[config.mk]
export PLATFORM = sky130hd
export DESIGN_NAME = tra_temp_result_format_alarm
export DESIGN_NICKNAME = d
export VERILOG_FILES = /design/src/core/tra_pkg.sv /design/src/core/tra_temp_result_format_alarm.sv
export SDC_FILE = /design/constraint.sdc
export NUM_CORES = 1
export LEC_CHECK = 0
export BUFFER_PORTS_ARGS = -buffer_cell sky130_fd_sc_hd__buf_2
export CAP_MARGIN = 20
export CORE_UTILIZATION = 52
export CTS_CLUSTER_DIAMETER = 100
export CTS_CLUSTER_SIZE = 10
export DETAILED_ROUTE_END_ITERATION = 8
export PLACE_DENSITY = 0.86
export RECOVER_POWER = 25
export REMOVE_ABC_BUFFERS = 1
export SKIP_CTS_REPAIR_TIMING = 1
export SLEW_MARGIN = 20
export SYNTH_ARGS = -nofsm -noshare
export SYNTH_HDL_FRONTEND = slang
export SYNTH_SLANG_ARGS = --single-unit
export TNS_END_PERCENT = 1
[constraint.sdc]
create_clock -name clock -period 1.9 [get_ports clock]
set_input_delay 0.095 -clock clock [delete_from_list [all_inputs] [get_ports clock]]
set_output_delay 0.095 -clock clock [all_outputs]
set_load 0.01 [all_outputs]
[src/core/tra_pkg.sv]
`default_nettype none

package tra_pkg;

  // Register byte offsets on the APB slave.
  localparam logic [7:0] CONFIG_OFFSET    = 8'h00;
  localparam logic [7:0] RESOLUTION_OFFSET = 8'h04;
  localparam logic [7:0] LOCAL_OFFSET     = 8'h08;
  localparam logic [7:0] REMOTE_OFFSET    = 8'h0C;
  localparam logic [7:0] LOCAL_HI_OFFSET  = 8'h10;
  localparam logic [7:0] LOCAL_LO_OFFSET  = 8'h14;
  localparam logic [7:0] REMOTE_HI_OFFSET = 8'h18;
  localparam logic [7:0] REMOTE_LO_OFFSET = 8'h1C;
  localparam logic [7:0] LOCAL_TH_OFFSET  = 8'h20;
  localparam logic [7:0] REMOTE_TH_OFFSET = 8'h24;
  localparam logic [7:0] STATUS_OFFSET    = 8'h28;
  localparam logic [7:0] MASK_OFFSET      = 8'h2C;

  // Field positions.
  localparam int RANGE_BIT = 2;
  localparam int RES_LSB   = 0;

  // Reset values.
  localparam logic [7:0] CONFIG_RESET     = 8'h00;
  localparam logic [1:0] RESOLUTION_RESET = 2'h3;
  localparam logic [7:0] HIGH_LIMIT_RESET = 8'h55;
  localparam logic [7:0] LOW_LIMIT_RESET  = 8'h00;
  localparam logic [7:0] THERMAL_FLAG_OUT_RESET      = 8'h55;
  localparam logic [5:0] MASK_RESET       = 6'h00;
  localparam logic [7:0] RESULT_RESET     = 8'h00;
  localparam logic [5:0] STATUS_RESET     = 6'h00;

  // Encoding constants.
  localparam logic [7:0] STD_MAX_CODE = 8'h7F;
  localparam logic [7:0] STD_MIN_CODE = 8'h00;
  localparam logic [7:0] EXT_OFFSET   = 8'h40;
  localparam logic [7:0] EXT_MIN_CODE = 8'h00;
  localparam logic [7:0] EXT_MAX_CODE = 8'hFF;

  // Status bit positions.
  localparam int ST_LOCAL_HIGH   = 0;
  localparam int ST_LOCAL_LOW    = 1;
  localparam int ST_REMOTE_HIGH  = 2;
  localparam int ST_REMOTE_LOW   = 3;
  localparam int ST_LOCAL_THERMAL_FLAG_OUT  = 4;
  localparam int ST_REMOTE_THERMAL_FLAG_OUT = 5;

endpackage : tra_pkg

`default_nettype wire

[src/core/tra_temp_result_format_alarm.sv]
// Design decisions made here: the APB slave port and the register addresses.
`timescale 1ns/1ps
`default_nettype none

module tra_temp_result_format_alarm (
  input  wire logic        clock,
  input  wire logic        rst,
  input  wire logic        psel,
  input  wire logic        penable,
  input  wire logic        pwrite,
  input  wire logic [7:0]  paddr,
  input  wire logic [31:0] pwdata,
  output logic      [31:0] prdata,
  output logic             pready,
  output logic             pslverr,
  input  wire logic        convValid,
  input  wire logic        convRemote,
  input  wire logic [12:0] convTemp,
  output logic             alarmOut,
  output logic             alarmOe,
  output logic             thermal_flag_out,
  output logic             thermalOe,
  output logic             irq
);

  ////////////////////////////////////////////////////////////////////////////
  // Formatting functions.
  // Conversion input is signed, in sixteenths of a degree: 9 integer bits
  // (-256..255) and 4 fraction bits.

  function automatic logic [7:0] fmt_high(input logic [12:0] t, input logic ext);
    logic signed [8:0] whole;
    logic signed [9:0] shifted;
    whole   = $signed(t[12:4]);
    shifted = 10'(whole) + 10'(tra_pkg::EXT_OFFSET);
    fmt_high = 8'h00;
    if (!ext) begin
      if (whole < 0) begin
        fmt_high = tra_pkg::STD_MIN_CODE;
      end else if (whole > 9'sd127) begin
        fmt_high = tra_pkg::STD_MAX_CODE;
      end else begin
        fmt_high = whole[7:0];
      end
    end else begin
      if (shifted < 0) begin
        fmt_high = tra_pkg::EXT_MIN_CODE;
      end else if (shifted > 10'sd255) begin
        fmt_high = tra_pkg::EXT_MAX_CODE;
      end else begin
        fmt_high = shifted[7:0];
      end
    end
  endfunction : fmt_high

  function automatic logic [7:0] fmt_low(input logic [12:0] t, input logic ext,
                                         input logic [1:0] res);
    logic [3:0] frac;
    logic [3:0] keep;
    logic signed [8:0] whole;
    whole = $signed(t[12:4]);
    frac  = t[3:0];
    case (res)
      2'h0:    keep = 4'h8;
      2'h1:    keep = 4'hC;
      2'h2:    keep = 4'hE;
      default: keep = 4'hF;
    endcase
    // Clamped values carry no fraction, so the pair reads as the limit itself.
    if (!ext && (whole < 0 || whole > 9'sd127)) begin
      frac = 4'h0;
    end else if (ext && (whole < -9'sd64 || whole > 9'sd191)) begin
      frac = 4'h0;
    end
    fmt_low = {frac & keep, 4'h0};
  endfunction : fmt_low

  ////////////////////////////////////////////////////////////////////////////
  // Registers.

  logic [7:0]  configQ, configD;
  logic [1:0]  resQ, resD;
  logic [7:0]  locHiQ, locHiD, locLoQ, locLoD;
  logic [7:0]  remHiQ, remHiD, remLoQ, remLoD;
  logic [7:0]  locHighLimQ, locHighLimD, locLowLimQ, locLowLimD;
  logic [7:0]  remHighLimQ, remHighLimD, remLowLimQ, remLowLimD;
  logic [7:0]  locThermQ, locThermD, remThermQ, remThermD;
  logic [5:0]  statusQ, statusD, maskQ, maskD;
  logic [31:0] prdataQ, prdataD;
  logic        preadyQ, preadyD, pslverrQ, pslverrD;
  logic        alarmQ, alarmD, thermQ, thermD, irqQ, irqD;
  logic [5:0]  events;
  logic        rangeExt;
  logic [7:0]  newHi, newLo;
  logic        access, wr, rd, hit;

  assign access = psel && penable && !preadyQ;
  assign wr     = access && pwrite;
  assign rd     = access && !pwrite;
  // The range bit is sampled only when a conversion lands.
  assign rangeExt = configQ[tra_pkg::RANGE_BIT];
  assign newHi = fmt_high(convTemp, rangeExt);
  assign newLo = fmt_low(convTemp, rangeExt, convRemote ? 2'h3 : resQ);

  always_comb begin
    configD     = configQ;
    resD        = resQ;
    locHiD      = locHiQ;
    locLoD      = locLoQ;
    remHiD      = remHiQ;
    remLoD      = remLoQ;
    locHighLimD = locHighLimQ;
    locLowLimD  = locLowLimQ;
    remHighLimD = remHighLimQ;
    remLowLimD  = remLowLimQ;
    locThermD   = locThermQ;
    remThermD   = remThermQ;
    maskD       = maskQ;
    prdataD     = 32'h0000_0000;
    preadyD     = access;
    pslverrD    = 1'b0;
    hit         = 1'b1;
    if (convValid) begin
      if (convRemote) begin
        remHiD = newHi;
        remLoD = newLo;
      end else begin
        locHiD = newHi;
        locLoD = newLo;
      end
    end
    // Limit writes store the raw code; no re-encoding on range change.
    if (wr) begin
      if (paddr == tra_pkg::CONFIG_OFFSET) begin
        configD = pwdata[7:0];
      end else if (paddr == tra_pkg::RESOLUTION_OFFSET) begin
        resD = pwdata[tra_pkg::RES_LSB +: 2];
      end else if (paddr == tra_pkg::LOCAL_HI_OFFSET) begin
        locHighLimD = pwdata[7:0];
      end else if (paddr == tra_pkg::LOCAL_LO_OFFSET) begin
        locLowLimD = pwdata[7:0];
      end else if (paddr == tra_pkg::REMOTE_HI_OFFSET) begin
        remHighLimD = pwdata[7:0];
      end else if (paddr == tra_pkg::REMOTE_LO_OFFSET) begin
        remLowLimD = pwdata[7:0];
      end else if (paddr == tra_pkg::LOCAL_TH_OFFSET) begin
        locThermD = pwdata[7:0];
      end else if (paddr == tra_pkg::REMOTE_TH_OFFSET) begin
        remThermD = pwdata[7:0];
      end else if (paddr == tra_pkg::MASK_OFFSET) begin
        maskD = pwdata[5:0];
      end else if (paddr == tra_pkg::LOCAL_OFFSET || paddr == tra_pkg::REMOTE_OFFSET
                   || paddr == tra_pkg::STATUS_OFFSET) begin
        hit = 1'b1;
      end else begin
        hit = 1'b0;
      end
    end else if (rd) begin
      if (paddr == tra_pkg::CONFIG_OFFSET) begin
        prdataD = {24'h00_0000, configQ};
      end else if (paddr == tra_pkg::RESOLUTION_OFFSET) begin
        prdataD = {30'h0000_0000, resQ};
      end else if (paddr == tra_pkg::LOCAL_OFFSET) begin
        prdataD = {16'h0000, locHiQ, locLoQ};
      end else if (paddr == tra_pkg::REMOTE_OFFSET) begin
        prdataD = {16'h0000, remHiQ, remLoQ};
      end else if (paddr == tra_pkg::LOCAL_HI_OFFSET) begin
        prdataD = {24'h00_0000, locHighLimQ};
      end else if (paddr == tra_pkg::LOCAL_LO_OFFSET) begin
        prdataD = {24'h00_0000, locLowLimQ};
      end else if (paddr == tra_pkg::REMOTE_HI_OFFSET) begin
        prdataD = {24'h00_0000, remHighLimQ};
      end else if (paddr == tra_pkg::REMOTE_LO_OFFSET) begin
        prdataD = {24'h00_0000, remLowLimQ};
      end else if (paddr == tra_pkg::LOCAL_TH_OFFSET) begin
        prdataD = {24'h00_0000, locThermQ};
      end else if (paddr == tra_pkg::REMOTE_TH_OFFSET) begin
        prdataD = {24'h00_0000, remThermQ};
      end else if (paddr == tra_pkg::STATUS_OFFSET) begin
        prdataD = {26'h000_0000, statusQ};
      end else if (paddr == tra_pkg::MASK_OFFSET) begin
        prdataD = {26'h000_0000, maskQ};
      end else begin
        hit = 1'b0;
      end
    end
    pslverrD = access && !hit;
  end

  ////////////////////////////////////////////////////////////////////////////
  // Alarm evaluation on the stored codes, in whichever range is current.

  always_comb begin
    events = 6'h00;
    events[tra_pkg::ST_LOCAL_HIGH]   = locHiQ > locHighLimQ;
    events[tra_pkg::ST_LOCAL_LOW]    = locHiQ < locLowLimQ;
    events[tra_pkg::ST_REMOTE_HIGH]  = remHiQ > remHighLimQ;
    events[tra_pkg::ST_REMOTE_LOW]   = remHiQ < remLowLimQ;
    events[tra_pkg::ST_LOCAL_THERMAL_FLAG_OUT]  = locHiQ > locThermQ;
    events[tra_pkg::ST_REMOTE_THERMAL_FLAG_OUT] = remHiQ > remThermQ;
    // A set in the same cycle as the clearing read survives.
    statusD = ((rd && paddr == tra_pkg::STATUS_OFFSET) ? 6'h00 : statusQ) | events;
    alarmD  = |events[3:0];
    thermD  = |events[5:4];
    irqD    = |(statusD & ~maskQ);
  end

  always_ff @(posedge clock) begin
    if (rst) begin
      configQ     <= tra_pkg::CONFIG_RESET;
      resQ        <= tra_pkg::RESOLUTION_RESET;
      locHiQ      <= tra_pkg::RESULT_RESET;
      locLoQ      <= tra_pkg::RESULT_RESET;
      remHiQ      <= tra_pkg::RESULT_RESET;
      remLoQ      <= tra_pkg::RESULT_RESET;
      locHighLimQ <= tra_pkg::HIGH_LIMIT_RESET;
      locLowLimQ  <= tra_pkg::LOW_LIMIT_RESET;
      remHighLimQ <= tra_pkg::HIGH_LIMIT_RESET;
      remLowLimQ  <= tra_pkg::LOW_LIMIT_RESET;
      locThermQ   <= tra_pkg::THERMAL_FLAG_OUT_RESET;
      remThermQ   <= tra_pkg::THERMAL_FLAG_OUT_RESET;
      statusQ     <= tra_pkg::STATUS_RESET;
      maskQ       <= tra_pkg::MASK_RESET;
      prdataQ     <= 32'h0000_0000;
      preadyQ     <= 1'b0;
      pslverrQ    <= 1'b0;
      alarmQ      <= 1'b0;
      thermQ      <= 1'b0;
      irqQ        <= 1'b0;
    end else begin
      configQ     <= configD;
      resQ        <= resD;
      locHiQ      <= locHiD;
      locLoQ      <= locLoD;
      remHiQ      <= remHiD;
      remLoQ      <= remLoD;
      locHighLimQ <= locHighLimD;
      locLowLimQ  <= locLowLimD;
      remHighLimQ <= remHighLimD;
      remLowLimQ  <= remLowLimD;
      locThermQ   <= locThermD;
      remThermQ   <= remThermD;
      statusQ     <= statusD;
      maskQ       <= maskD;
      prdataQ     <= prdataD;
      preadyQ     <= preadyD;
      pslverrQ    <= pslverrD;
      alarmQ      <= alarmD;
      thermQ      <= thermD;
      irqQ        <= irqD;
    end
  end

  // Open-drain pins: the data output is held low; only the enable moves.
  assign alarmOut         = 1'b0;
  assign thermal_flag_out = 1'b0;
  assign alarmOe          = alarmQ;
  assign thermalOe        = thermQ;
  assign prdata           = prdataQ;
  assign pready           = preadyQ;
  assign pslverr          = pslverrQ;
  assign irq              = irqQ;

  ////////////////////////////////////////////////////////////////////////////
  // Checks.

  chk_std_clamp_low: assert property (@(posedge clock) disable iff (rst)
    convValid && !convRemote && !rangeExt && convTemp[12]
    |=> locHiQ == 8'h00)
    else $error("standard range negative not clamped");
  chk_std_clamp_high: assert property (@(posedge clock) disable iff (rst)
    convValid && convRemote && !rangeExt && !convTemp[12] && convTemp[11]
    |=> remHiQ == 8'h7F)
    else $error("standard range high not saturated");
  chk_ext_offset: assert property (@(posedge clock) disable iff (rst)
    convValid && convRemote && rangeExt && convTemp[12:4] == 9'h000
    |=> remHiQ == 8'h40)
    else $error("extended zero not 40h");
  chk_range_hold: assert property (@(posedge clock) disable iff (rst)
    !convValid |=> $stable(locHiQ) && $stable(remHiQ))
    else $error("result changed without conversion");
  chk_remote_frac: assert property (@(posedge clock) disable iff (rst)
    convValid && convRemote && !convTemp[12] && !convTemp[11] && !rangeExt
    |=> remLoQ == {$past(convTemp[3:0]), 4'h0})
    else $error("remote fraction wrong");
  chk_half_res: assert property (@(posedge clock) disable iff (rst)
    convValid && !convRemote && resQ == 2'h0 |=> locLoQ[6:0] == 7'h00)
    else $error("half degree resolution leaked bits");
  chk_low_nibble: assert property (@(posedge clock) disable iff (rst)
    locLoQ[3:0] == 4'h0 && remLoQ[3:0] == 4'h0)
    else $error("low nibble nonzero");
  chk_alarm_high: assert property (@(posedge clock) disable iff (rst)
    locHiQ > locHighLimQ |=> alarmOe)
    else $error("limit alarm missing");
  chk_thermal_flag_out_flag: assert property (@(posedge clock) disable iff (rst)
    remHiQ > remThermQ |=> thermalOe)
    else $error("thermal flag missing");
  chk_pin_low: assert property (@(posedge clock) disable iff (rst)
    !alarmOut && !thermal_flag_out)
    else $error("open-drain pin driven high");
  chk_limit_kept: assert property (@(posedge clock) disable iff (rst)
    !(wr && paddr == tra_pkg::LOCAL_HI_OFFSET) |=> $stable(locHighLimQ))
    else $error("limit changed without write");

  // Alarm enables follow the stored codes one edge late, so each check looks one edge ahead.
  chk_alarm_low: assert property (@(posedge clock) disable iff (rst)
    locHiQ < locLowLimQ || remHiQ < remLowLimQ |=> alarmOe)
    else $error("low limit alarm missing");
  chk_alarm_remote: assert property (@(posedge clock) disable iff (rst)
    remHiQ > remHighLimQ |=> alarmOe)
    else $error("remote limit alarm missing");
  // The alarm is a comparator level, not a latch: it must drop once every code is in band.
  chk_alarm_idle: assert property (@(posedge clock) disable iff (rst)
    locHiQ <= locHighLimQ && locHiQ >= locLowLimQ
    && remHiQ <= remHighLimQ && remHiQ >= remLowLimQ |=> !alarmOe)
    else $error("limit alarm without crossing");
  chk_thermal_flag_out_local: assert property (@(posedge clock) disable iff (rst)
    locHiQ > locThermQ |=> thermalOe)
    else $error("local thermal flag missing");
  chk_thermal_flag_out_idle: assert property (@(posedge clock) disable iff (rst)
    locHiQ <= locThermQ && remHiQ <= remThermQ |=> !thermalOe)
    else $error("thermal flag without crossing");
  chk_ext_floor: assert property (@(posedge clock) disable iff (rst)
    convValid && convRemote && rangeExt && convTemp[12] && convTemp[11:4] < 8'hC0
    |=> remHiQ == tra_pkg::EXT_MIN_CODE)
    else $error("extended range floor not 00h");
  chk_ext_top: assert property (@(posedge clock) disable iff (rst)
    convValid && !convRemote && rangeExt && !convTemp[12] && convTemp[11:4] > 8'hBF
    |=> locHiQ == tra_pkg::EXT_MAX_CODE)
    else $error("extended range top not FFh");
  chk_std_whole: assert property (@(posedge clock) disable iff (rst)
    convValid && convRemote && !rangeExt && convTemp[12:11] == 2'h0
    |=> remHiQ == {1'h0, $past(convTemp[10:4])})
    else $error("standard whole degrees wrong");
  chk_quarter_res: assert property (@(posedge clock) disable iff (rst)
    convValid && !convRemote && resQ == 2'h1 |=> locLoQ[5:0] == 6'h00)
    else $error("quarter degree resolution leaked bits");
  chk_limit_range: assert property (@(posedge clock) disable iff (rst)
    wr && paddr == tra_pkg::CONFIG_OFFSET |=> $stable(remHighLimQ) && $stable(remLowLimQ))
    else $error("range change moved a limit");
  // Set wins over the clearing read, so an event in the read cycle is never lost.
  chk_status_set: assert property (@(posedge clock) disable iff (rst)
    events != 6'h00 |=> (statusQ & $past(events)) == $past(events))
    else $error("status event lost");
  chk_ready_pulse: assert property (@(posedge clock) disable iff (rst)
    pready |=> !pready)
    else $error("ready held longer than one cycle");

  cov_ext_conv: cover property (@(posedge clock) convValid && rangeExt);
  cov_alarm:    cover property (@(posedge clock) $rose(alarmOe));
  cov_thermal_flag_out:    cover property (@(posedge clock) $rose(thermalOe));
  cov_irq:      cover property (@(posedge clock) $rose(irq));
  cov_clamp:    cover property (@(posedge clock) convValid && !rangeExt && convTemp[12]);

endmodule : tra_temp_result_format_alarm

`default_nettype wire

==> results.md, run 1 <==
* Placed cell areas at 7280 µm²
* Area growth from synthesis to layout at 20.3%
* Post-synth top flop: dfxtp_1
* Total gr overflow at 0
* Inserted Clock Buffers at 17
* Boundary Pins at 99
* CP Cell Sequence: ha_1, and4_2, or3_4, o2bb2ai_2, nor4_2, a41oi_2
* Starting Density at a little over half
* WL final at 21,300 µm
* Clock group share of total power at 49.1%
* Antenna violations before repair at 0
* Pre-CTS WS at -0.169 ns
* Worst hold-check path type: in2reg
* Finished layout cell area at 7960 µm²
* CP max-delay cell: dfxtp_1
* IO Port Bufs at 56
* Max VDD drop at 0.790 mV
* Min Tclk post-route at 1.89 ns
* Register area at 2310 µm²
* Cell Count, Final, Fillers Out at 1,075
* Uppermost layer routed: met4
* Synth area leaders: dfxtp_1, ha_1, mux2i_1, a21oi_1, nor2_1
* Yosys cell types at 72
* Asr flop ratio synth at 0%
* Post-route ant nets at 0
* Slew Viols, Final at 0
* Routed len/inst at 19.9 µm
* Period utilization at 99.3%
* Outcome: finished clean
* Gp weighted congestion at between 1 and 1.5
* # fillers at 1,027
* First-pass DRT Iterations at 8
* Core Rows at 40
* WL met1 at 8360 µm
* Internal power at about 4700 µW
* DP Wirelength at 15,500 µm
* Placed insts at 1,039
* CTS root buf: clkbuf_16
* Vias in the first global route at 6,270
* H-Tree Depth at 4
* WL met2 at 9460 µm
* Register area share after synthesis at between 30% and 40%
* Mean post-synth cell area at 8.28 µm²
* DRC Markers at 0
* Sw Pwr at 1740 µW
* PD cells at ~810 nW/µm²
* Nets at 1,003
* Core area at 12,200 µm²
* Crit path kind: reg2reg
* Switching Share at 27.0%
* Final setup margin at 0.0133 ns
* Multi-input gate area at 3900 µm²
* Reg clk slew, reported paths at 0.06 ns
* Synthesis Warnings at 0
* Cell accounting for the most synthesized area: dfxtp_1
* Hold Vio Cnt, Final at 0
* Top cell type's share of synthesized area at 34.8%
* Most common cell in the netlist: dfxtp_1
* Ant diodes at 0
* Post-synth EDFFs at 0
* Routed vias at 6,574
* Die Width at 115 µm
* Most frequent cells after synthesis: dfxtp_1, nor2_1, nand2_1, a21oi_1, inv_1
* Layout cells sized above 1 at 18.1%
* Skew final at 0.00873 ns
* Slew Limit Headroom at approximately 63%
* Synth Register Bits at 115
* Comb pwr share at 11.7%
* Critical path arrival at ~2.2 ns
* LEAKAGE at between 0.003 and 0.004 µW
* Clk Latency, worst-skew pair at 0.42 ns
* Max cap viols at 0
* Longest Clk Path Bufs at 2
* Unrepaired setup endpoints after global routing: true
* CP Max Fanout at 4
* Final Util at 65.2%
* Register share of total power at 39.1%
* Global-route wire length before repair at between 30,000 and 40,000 µm
* Max Freq at 0.530 GHz
* DR WL met3 at 2510 µm
* Synthesized instance count at between 700 and 800
* Data required, critical path at ~2.3 ns
* GRT Util Overall at 33.4%
* CTS tree: yes
* Area of the mapped netlist at 6610 µm²
* Final setup fails at 0
* Number of vias per cell at approximately 6.1
* Largest net degree at the start of global routing at 36
* Worst setup EP type: flop
* Clock sink count at 115
* Initial DRC Count at 913
* Crit start category: flop
* Slowest Stage Delay on Critical Path at around 0.48 ns
* Worst-Margin Slew at 0.548 ns
* Die Y at 115 µm
* Die area at 13,200 µm²
[power groups by stage]
stage / Combinational, µW / Clock, µW / Sequential (µW)
finish: 753 / 3150 / 2510
global placement: 679 / 0 / 2550
CTS: 705 / 3160 / 2510
global route: 814 / 3290 / 2520
floorplan: 347 / 0 / 2550
detailed placement: 694 / 0 / 2560
[final timing paths]
check / start / end / slack, ns / depth (start not counted)
setup / recovery: remHiQ[2]$_SDFFE_PP0P_ / irq$_SDFF_PP0_ / 0.01 / 6
hold reg to reg: remHighLimQ[1]$_SDFFE_PP0P_ / remHighLimQ[1]$_SDFFE_PP0P_ / 0.46 / 2
setup reg to reg: remHiQ[2]$_SDFFE_PP0P_ / irq$_SDFF_PP0_ / 0.01 / 6
hold / removal: rst / remLowLimQ[3]$_SDFFE_PP0P_ / 0.04 / 2
[through the flow]
step | hold WS (ns) | total power [µW] | setup TNS [ns]
finish | 0.0449 | 6420 | 0
global route | 0.0465 | 6610 | -0.0768
floorplan | 0.164 | 2890 | -0.261
CTS | -0.0548 | 6370 | -0.557
detailed placement | 0.383 | 3250 | -0.349
global placement | 0.368 | 3230 | -0.0255
[worst max-delay path, delay by kind of cell, from the launching register on]
kind                     cells  cell delay (ns)
flip-flops                   1             0.48
AO/OA/AOI/OAI                2             0.37
adder cells (fa/ha/maj)      1             0.31
AND/OR/NAND/NOR              3             0.64
[cell type report]
class                      count  share of cell area [%]
clock inverter                15                    1.97
clock buffer                  17                    5.35
tap                          168                    2.64
sequential                   115                    29.1
timing repair buffer         116                    9.07
inverter                      61                    2.88
multi-input combinational    583                    49.0
[state kept, by name (all words and copies together) (netlist names), 6 cells and up]
name and count:
prdata 16, configQ 8, locHiQ 8, locHighLimQ 8
locLowLimQ 8, locThermQ 8, remHiQ 8, remHighLimQ 8
remLowLimQ 8, remThermQ 8, maskQ 6, statusQ 6
[layout by cell type (no fill, tap or decap), drive strengths merged, types with 5 or more instances in the layout]
master | Yosys | routed
a21oi | 72 | 72
clkinv | 1 | 6
clkbuf | 28 | 40
nand4 | 12 | 12
inv | 60 | 63
nand2 | 78 | 78
a311o | 6 | 6
dlygate4sd3 | 0 | 5
o211ai | 6 | 6
a31oi | 5 | 5
nor2 | 91 | 91
ha | 49 | 49
o22ai | 5 | 5
nand3 | 40 | 40
buf | 29 | 88
a211oi | 14 | 14
mux2i | 45 | 45
nor2b | 9 | 9
nor3 | 13 | 13
clkinvlp | 0 | 5
o221ai | 5 | 5
o21ai | 28 | 28
conb | 1 | 18
and2 | 6 | 6
dfxtp | 115 | 115
a211o | 5 | 5
[per-layer routing]
| metal | up-vias | global-route usage, % |
|---|---|---|
| met5 | - | 0 |
| met4 | 0 | 15.5 |
| met3 | 82 | 9.44 |
| met2 | 414 | 53.4 |
| met1 | 3064 | 41.7 |
| li1 | 3014 | - |
[cells by family after synthesis]
| kind of cell | after synthesis | share of synthesized area [%] |
|---|---|---|
| and+or+nand+nor | 277 | 20.6 |
| AOI/OAI and AO/OA | 187 | 18.3 |
| buffers and inverters | 118 | 8.29 |
| DFF | 115 | 34.8 |
| muxes | 52 | 8.68 |
| adders and majority gates | 49 | 9.27 |
| other | 1 | 0.0567 |
Note: power is estimated with default switching activity, not from simulation.
==> run 2: changes to the inputs <==
--- a/config.mk
+++ b/config.mk
@@ -5,13 +5,14 @@
 export SDC_FILE = /design/constraint.sdc
 export NUM_CORES = 1
 export LEC_CHECK = 0
+export ABC_AREA = 1
 export BUFFER_PORTS_ARGS = -buffer_cell sky130_fd_sc_hd__buf_2
 export CAP_MARGIN = 20
-export CORE_UTILIZATION = 52
+export CORE_UTILIZATION = 50
 export CTS_CLUSTER_DIAMETER = 100
 export CTS_CLUSTER_SIZE = 10
 export DETAILED_ROUTE_END_ITERATION = 8
-export PLACE_DENSITY = 0.86
+export PLACE_DENSITY = 0.83
 export RECOVER_POWER = 25
 export REMOVE_ABC_BUFFERS = 1
 export SKIP_CTS_REPAIR_TIMING = 1
==> run 2 against run 1 <==
Net effect: the run now ends with hold timing left; die area increased by 1.4%; worst setup slack improved by 0.093 ns; core utilization decreased by 4.7 points; clock skew decreased by 0.0029 ns; worst hold slack got worse by 0.070 ns; synthesized cell count increased by 12%; sequential cell count unchanged; combinational power decreased by 19%.
==> results.md, run 2 <==
* Outcome: finished, violations left
* Failing checks: hold timing
* Clock group share of total power at 50.9%
* Synth Area in XOR/XNOR at less than 1%
* Worst hold path endpoint: remHighLimQ[2]$_SDFFE_PP1P_
* Final Hold Slack at -0.0250 ns
* Max Freq at around 0.56 GHz
* Internal power at 4770 µW
* Die Y at 116 µm
* Most frequent cells in the layout: nand2_1, inv_1, dfxtp_1
* R2R depth at 12
* Number of vias per cell at 5.39
* Antenna violations before repair at 0
* Sw Pwr at 1610 µW
* Nets at 1,083
* Clk Latency, worst-skew pair at approximately 0.42 ns
* Total gr overflow at 0
* CTS root buf: clkbuf_16
* LEAKAGE at around 0.0035 µW
* CP Max Fanout at 3
* Core area at 12,600 µm²
* Placed insts at between 1,000 and 1,500
* Period utilization at 94.4%
* Synth area leaders: dfxtp_1, ha_1, nand2_1, a21oi_1, inv_1
* Post-synth top flop: dfxtp_1
* Slew Viols, Final at 0
* Max cap viols at 0
* Post-synth EDFFs at 0
* Finished layout cell area at 7630 µm²
* Largest net degree at the start of global routing at 67
* Post-route ant nets at 0
* Placed cell areas at approximately 7000 µm²
* Cell accounting for the most synthesized area: dfxtp_1
* Worst hold-check path type: in2reg
* Largest family of logic cells by synthesized area: compound AO/OA/AOI/OAI gates
* Synthesis Warnings at 0
* Mean post-synth cell area at a little over 7 µm²
* Max VDD drop at 0.637 mV
* Crit path kind: reg2reg
* Multi-input gate area at 3440 µm²
* Leading cell type in the layout, fill and taps excluded: nand2_1
* H-Tree Depth at 4
* Vias in the first global route at 5,704
* Area of the mapped netlist at 6450 µm²
* WL final at 17,900 µm
* Area growth from synthesis to layout at 18.4%
* Worst r2r src: locThermQ[5]$_SDFFE_PP0P_
* Synth Register Bits at ~120
* Switching Share at 25.2%
* # fillers at around 1,200
* Unrepaired setup endpoints after global routing: true
* Die area at 13,400 µm²
* Layout cells sized above 1 at 14.9%
* Longest Clk Path Bufs at 2
* Core Rows at 41
* Crit start category: flop
* Final setup fails at 0
* Simple-Gate Fraction of Synth Area at between 10% and 20%
* Worst-Margin Slew at 0.505 ns
* Ant diodes at 0
* GRT Util Overall at around 29%
* Routed len/inst at 15.5 µm
* Worst setup EP type: flop
* Post-synthesis mux area share at 0%
* Skew final at slightly below 0.006 ns
* Clock sink count at 115
* CTS tree: yes
* Initial DRC Count at about 590
* Adder-cell share of the synthesized area at under 10%
* Register area at 2310 µm²
* Global-route wire length before repair at 28,400 µm
* Overall Power at roughly 6400 µW
* Die Width at about 120 µm
* Routed vias at ~6,200
* Worst reg2reg setup slack at 0.11 ns
* RR Endpoint: irq$_SDFF_PP0_
* Final Util at 60.5%
* Gp weighted congestion at 0.952
* Yosys cell types at 40
* Critical path arrival at 2.09 ns
* Data required, critical path at 2.20 ns
* Top cell type's share of synthesized area at a little over a third
* Synthesized instance count at 892
* Hold Vio Cnt, Final at 6
* Slew Limit Headroom at 66.2%
* Asr flop ratio synth at 0%
* Most frequent cells after synthesis: nand2_1, inv_1, dfxtp_1, a21oi_1, o21ai_0
* Reg clk slew, reported paths at ~0.05 ns
* DP Wirelength at 13,400 µm
* Compound-gate portion of the synthesized area at 22.4%
* PD cells at 836 nW/µm²
* First-pass DRT Iterations at 5
* Starting Density at a little over 50%
* Max reg flops at 16
* Min Tclk post-route at 1.79 ns
* Comb pwr share at 9.5%
* Inserted Clock Buffers at 17
* Register area share after synthesis at 35.7%
* Register share of total power at 39.5%
* Boundary Pins at 99
* IO Port Bufs at 56
* DRC Markers at 0
* Cell Count, Final, Fillers Out at 1,159
* Worst Hold Depth at 3
* Min-delay src: pwdata[2]
* Most common cell in the netlist: nand2_1
[run 2: metal layers]
metal  GRT usage (%)  part of all wire [%]
met1            34.6                    41
met2            45.9                    46
met3            6.33                   7.8
met4            18.4                   5.0
met5               0                     0
[run 2: critical path: stages (launching register included)]
cell and delay [ns]:
dfxtp_1 0.36, inv_1 0.11, ha_1 0.31, a21oi_1 0.12, o21ai_0 0.10, a21o_1 0.16
o21ai_1 0.07, buf_4 0.15, nand2_1 0.05, nand2_1 0.05, nand2_1 0.05, inv_1 0.07
a21oi_2 0.05
[run 2: cell type report]
| class | count | area share, % |
|---|---|---|
| Multi-Input combinational cell | 607 | 45.0 |
| Clock buffer | 20 | 5.85 |
| Inverter | 145 | 7.13 |
| Clock inverter | 12 | 2.05 |
| Timing Repair Buffer | 88 | 6.89 |
| Sequential cell | 115 | 30.2 |
| Tap cell | 172 | 2.82 |
[run 2: power by group through the flow]
| stage | logic, µW | clock network (µW) | registers [µW] |
|---|---|---|---|
| 6_report | 609 | 3250 | 2520 |
| 3_5_place_dp | 580 | 0 | 2570 |
| 5_1_grt | 685 | 3390 | 2530 |
| 3_3_place_gp | 561 | 0 | 2570 |
| 4_1_cts | 588 | 3290 | 2520 |
| 2_1_floorplan | 358 | 0 | 2560 |
[run 2: metrics by stage]
step                      TNS (ns)  setup WS (ns)
after floorplan                  0          0.243
after CTS                        0        0.00873
final                            0          0.107
after global routing       -0.0207        -0.0207
after detailed placement         0         0.0729
after global placement           0          0.140
[run 2: cells by family (layout without fill, tap and decap cells)]
family,Yosys count,after routing
xor gates and xnor gates,1,1
buffers and inverters,187,265
DFF,115,115
and+or+nand+nor,278,278
adders and majority gates,49,49
other,1,18
AOI/OAI and AO/OA,261,261
[run 2: how the worst max path moves through the flow]
stage	from	end	slack, ns	cells past startpoint
after floorplan	pready$_SDFF_PP0_	remLowLimQ[0]$_SDFFE_PP0P_	0.24	7
after global placement	remHiQ[4]$_SDFFE_PP0P_	irq$_SDFF_PP0_	0.14	10
after global routing	remHighLimQ[5]$_SDFFE_PP0P_	irq$_SDFF_PP0_	-0.02	12
final	locThermQ[5]$_SDFFE_PP0P_	irq$_SDFF_PP0_	0.11	12
after CTS	remHiQ[5]$_SDFFE_PP0P_	irq$_SDFF_PP0_	0.009	11
after detailed placement	remHiQ[3]$_SDFFE_PP0P_	irq$_SDFF_PP0_	0.07	11
==> run 3: changes to the inputs <==
--- a/config.mk
+++ b/config.mk
@@ -5,7 +5,6 @@
 export SDC_FILE = /design/constraint.sdc
 export NUM_CORES = 1
 export LEC_CHECK = 0
-export ABC_AREA = 1
 export BUFFER_PORTS_ARGS = -buffer_cell sky130_fd_sc_hd__buf_2
 export CAP_MARGIN = 20
 export CORE_UTILIZATION = 50
==> run 3 against run 2 <==
Net effect: the run ends with hold timing, setup timing left; cell count shrank 6.7%; total power rose by 1.2%; worst setup slack worse by 0.11 ns; sequential share of layout area is 1.4 points lower; core utilization is 2.1 points higher; fmax fell by 5.8%; wire length rose by 18%; non-clock buffer count increased by 31; clock skew rose by 0.0033 ns; worst hold slack is essentially flat; critical endpoint unchanged; largest power group unchanged.
==> results.md, run 3 (synthesized netlist as in run 1, its figures left out) <==
* Worst Hold Depth at 3
* Reg clk slew, reported paths at ~0.060 ns
* Slew Viols, Final at 0
* Number of vias per cell at between 5 and 6
* Worst reg2reg setup slack at -0.004 ns
* Worst r2r src: pready$_SDFF_PP0_
* Antenna violations before repair at 0
* Largest net degree at the start of global routing at 48
* Total gr overflow at 0
* Met3 Use GR at 8.39%
* Critical path arrival at 2.19 ns
* CP Max Fanout at 3
* Nets at 1,006
* Worst setup EP type: flop
* Period utilization at 100%
* Cell Count, Final, Fillers Out at 1,081
* Final Hold Slack at -0.0247 ns
* LEAKAGE at 0.00330 µW
* Clock sink count at 115
* Pre-CTS WS at -0.0885 ns
* DP Wirelength at 15,800 µm
* Max Freq at between 0.5 and 0.6 GHz
* Inserted Clock Buffers at 17
* Max reg flops at 16
* Max cap viols at 0
* Clk Latency, worst-skew pair at 0.43 ns
* WL final at roughly 21,000 µm
* Final setup margin at -0.00424 ns
* Outcome: finished, violations left
* Post-route ant nets at 0
* DRC Markers at 0
* Most frequent cells in the layout: dfxtp_1, nor2_1, nand2_1
* Ant diodes at 0
* RR Endpoint: irq$_SDFF_PP0_
* First-pass DRT Iterations at 5
* Starting Density at 51.8%
* Failing checks: hold timing, setup timing
* # fillers at 1,069
* Leading cell type in the layout, fill and taps excluded: dfxtp_1
* Die Y at 117 µm
* Data required, critical path at 2.19 ns
* Layout cells sized above 1 at 16.3%
* IO Port Bufs at 56
* CTS root buf: clkbuf_16
* Placed insts at 1,046
* Global-route wire length before repair at roughly 32,000 µm
* GRT Util Overall at 32.4%
* Die area at 13,700 µm²
* GR Layer Usage met2 at around 50%
* Initial DRC Count at 647
* Core area at 12,800 µm²
* Area growth from synthesis to layout at 20.8%
* Min Tclk post-route at 1.90 ns
* Crit start category: flop
* Die Width at 117 µm
* Hold Vio Cnt, Final at 2
* Routed vias at 6,441
* Skew final at 0.00919 ns
* Overall Power at 6460 µW
* Worst hold-check path type: in2reg
* Routing usage on met1 at roughly two fifths
* R2R depth at 6
* Routed len/inst at approximately 20 µm
* Max VDD drop at 0.641 mV
* H-Tree Depth at 4
* Worst-Margin Slew at 0.528 ns
* Gp weighted congestion at approximately 1
* Worst hold path endpoint: remLoQ[6]$_SDFFE_PP0P_
* Boundary Pins at 99
* Crit path kind: reg2reg
* Slew Limit Headroom at 64.8%
* CTS tree: yes
* PD cells at approximately 810 nW/µm²
* Longest Clk Path Bufs at 2
* GR peak layer: met2
* Min-delay src: convTemp[2]
* Final setup fails at 1
* Vias in the first global route at slightly below 6,000
* Core Rows at between 40 and 50
* Unrepaired setup endpoints after global routing: true
-- run 3: cell count changes in the layout (fill, tap and decap cells not counted), moves of 26 or more --
cell and change:
a21oi_1 -35, mux2i_1 +45, inv_1 -75, nand2_1 -77, buf_4 +26, nor2_1 +32, o21ai_0 -71
-- run 3: worst max path at each step --
stage	from	end	slack (ns)	cells past startpoint
floorplan	pready$_SDFF_PP0_	remHighLimQ[0]$_SDFFE_PP1P_	-0.05	6
global placement	locLowLimQ[2]$_SDFFE_PP0P_	irq$_SDFF_PP0_	-0.02	9
detailed placement	locLowLimQ[2]$_SDFFE_PP0P_	irq$_SDFF_PP0_	-0.09	9
CTS	locLowLimQ[2]$_SDFFE_PP0P_	irq$_SDFF_PP0_	-0.12	9
global route	locLowLimQ[2]$_SDFFE_PP0P_	irq$_SDFF_PP0_	-0.12	9
finish	pready$_SDFF_PP0_	irq$_SDFF_PP0_	-0.004	6
-- run 3: worst max-delay path, cell delays in order (launching register included) --
cell	delay (ns)
dfxtp_1	0.32
nor4bb_1	0.28
clkbuf_1	0.20
nand4_1	0.28
o2bb2ai_1	0.23
nor4_1	0.28
a41oi_1	0.16
-- run 3: per-layer routing --
metal	wire length, µm	vias to the layer above
met5	0	-
met4	865	0
met3	2160	73
met2	9400	359
met1	8780	2991
li1	-	3018
-- run 3: area by class of cell --
cell class | instances | area, µm² | share of cell area (%)
timing repair buffer | 119 | 805 | 10.1
sequential | 115 | 2300 | 28.8
multi-input combinational | 583 | 3850 | 48.2
tap | 172 | 215 | 2.69
inverter | 61 | 229 | 2.87
clock inverter | 8 | 101 | 1.27
clock buffer | 23 | 488 | 6.11
-- run 3: through the flow --
stage / util (%) / area, µm² / TNS, ns / hold slack (ns)
after floorplan: - / 6360 / -0.261 / 0.164
after global placement: 57.7 / 7370 / -0.0247 / 0.370
after detailed placement: 57.7 / 7370 / -0.144 / 0.386
after CTS: 62.3 / 7960 / -0.209 / -0.0641
after global routing: 62.6 / 7990 / -0.163 / 0.00649
final: 62.6 / 7990 / -0.00424 / -0.0247
-- run 3: where the power goes --
part | total [µW] | internal [µW] | switching (µW) | leakage (µW)
combinational | 750 | 293 | 457 | 0.00209
sequential | 2500 | 2460 | 43.7 | 0.000933
clock | 3200 | 2050 | 1150 | 0.000281
total | 6460 | 4810 | 1650 | 0.00330
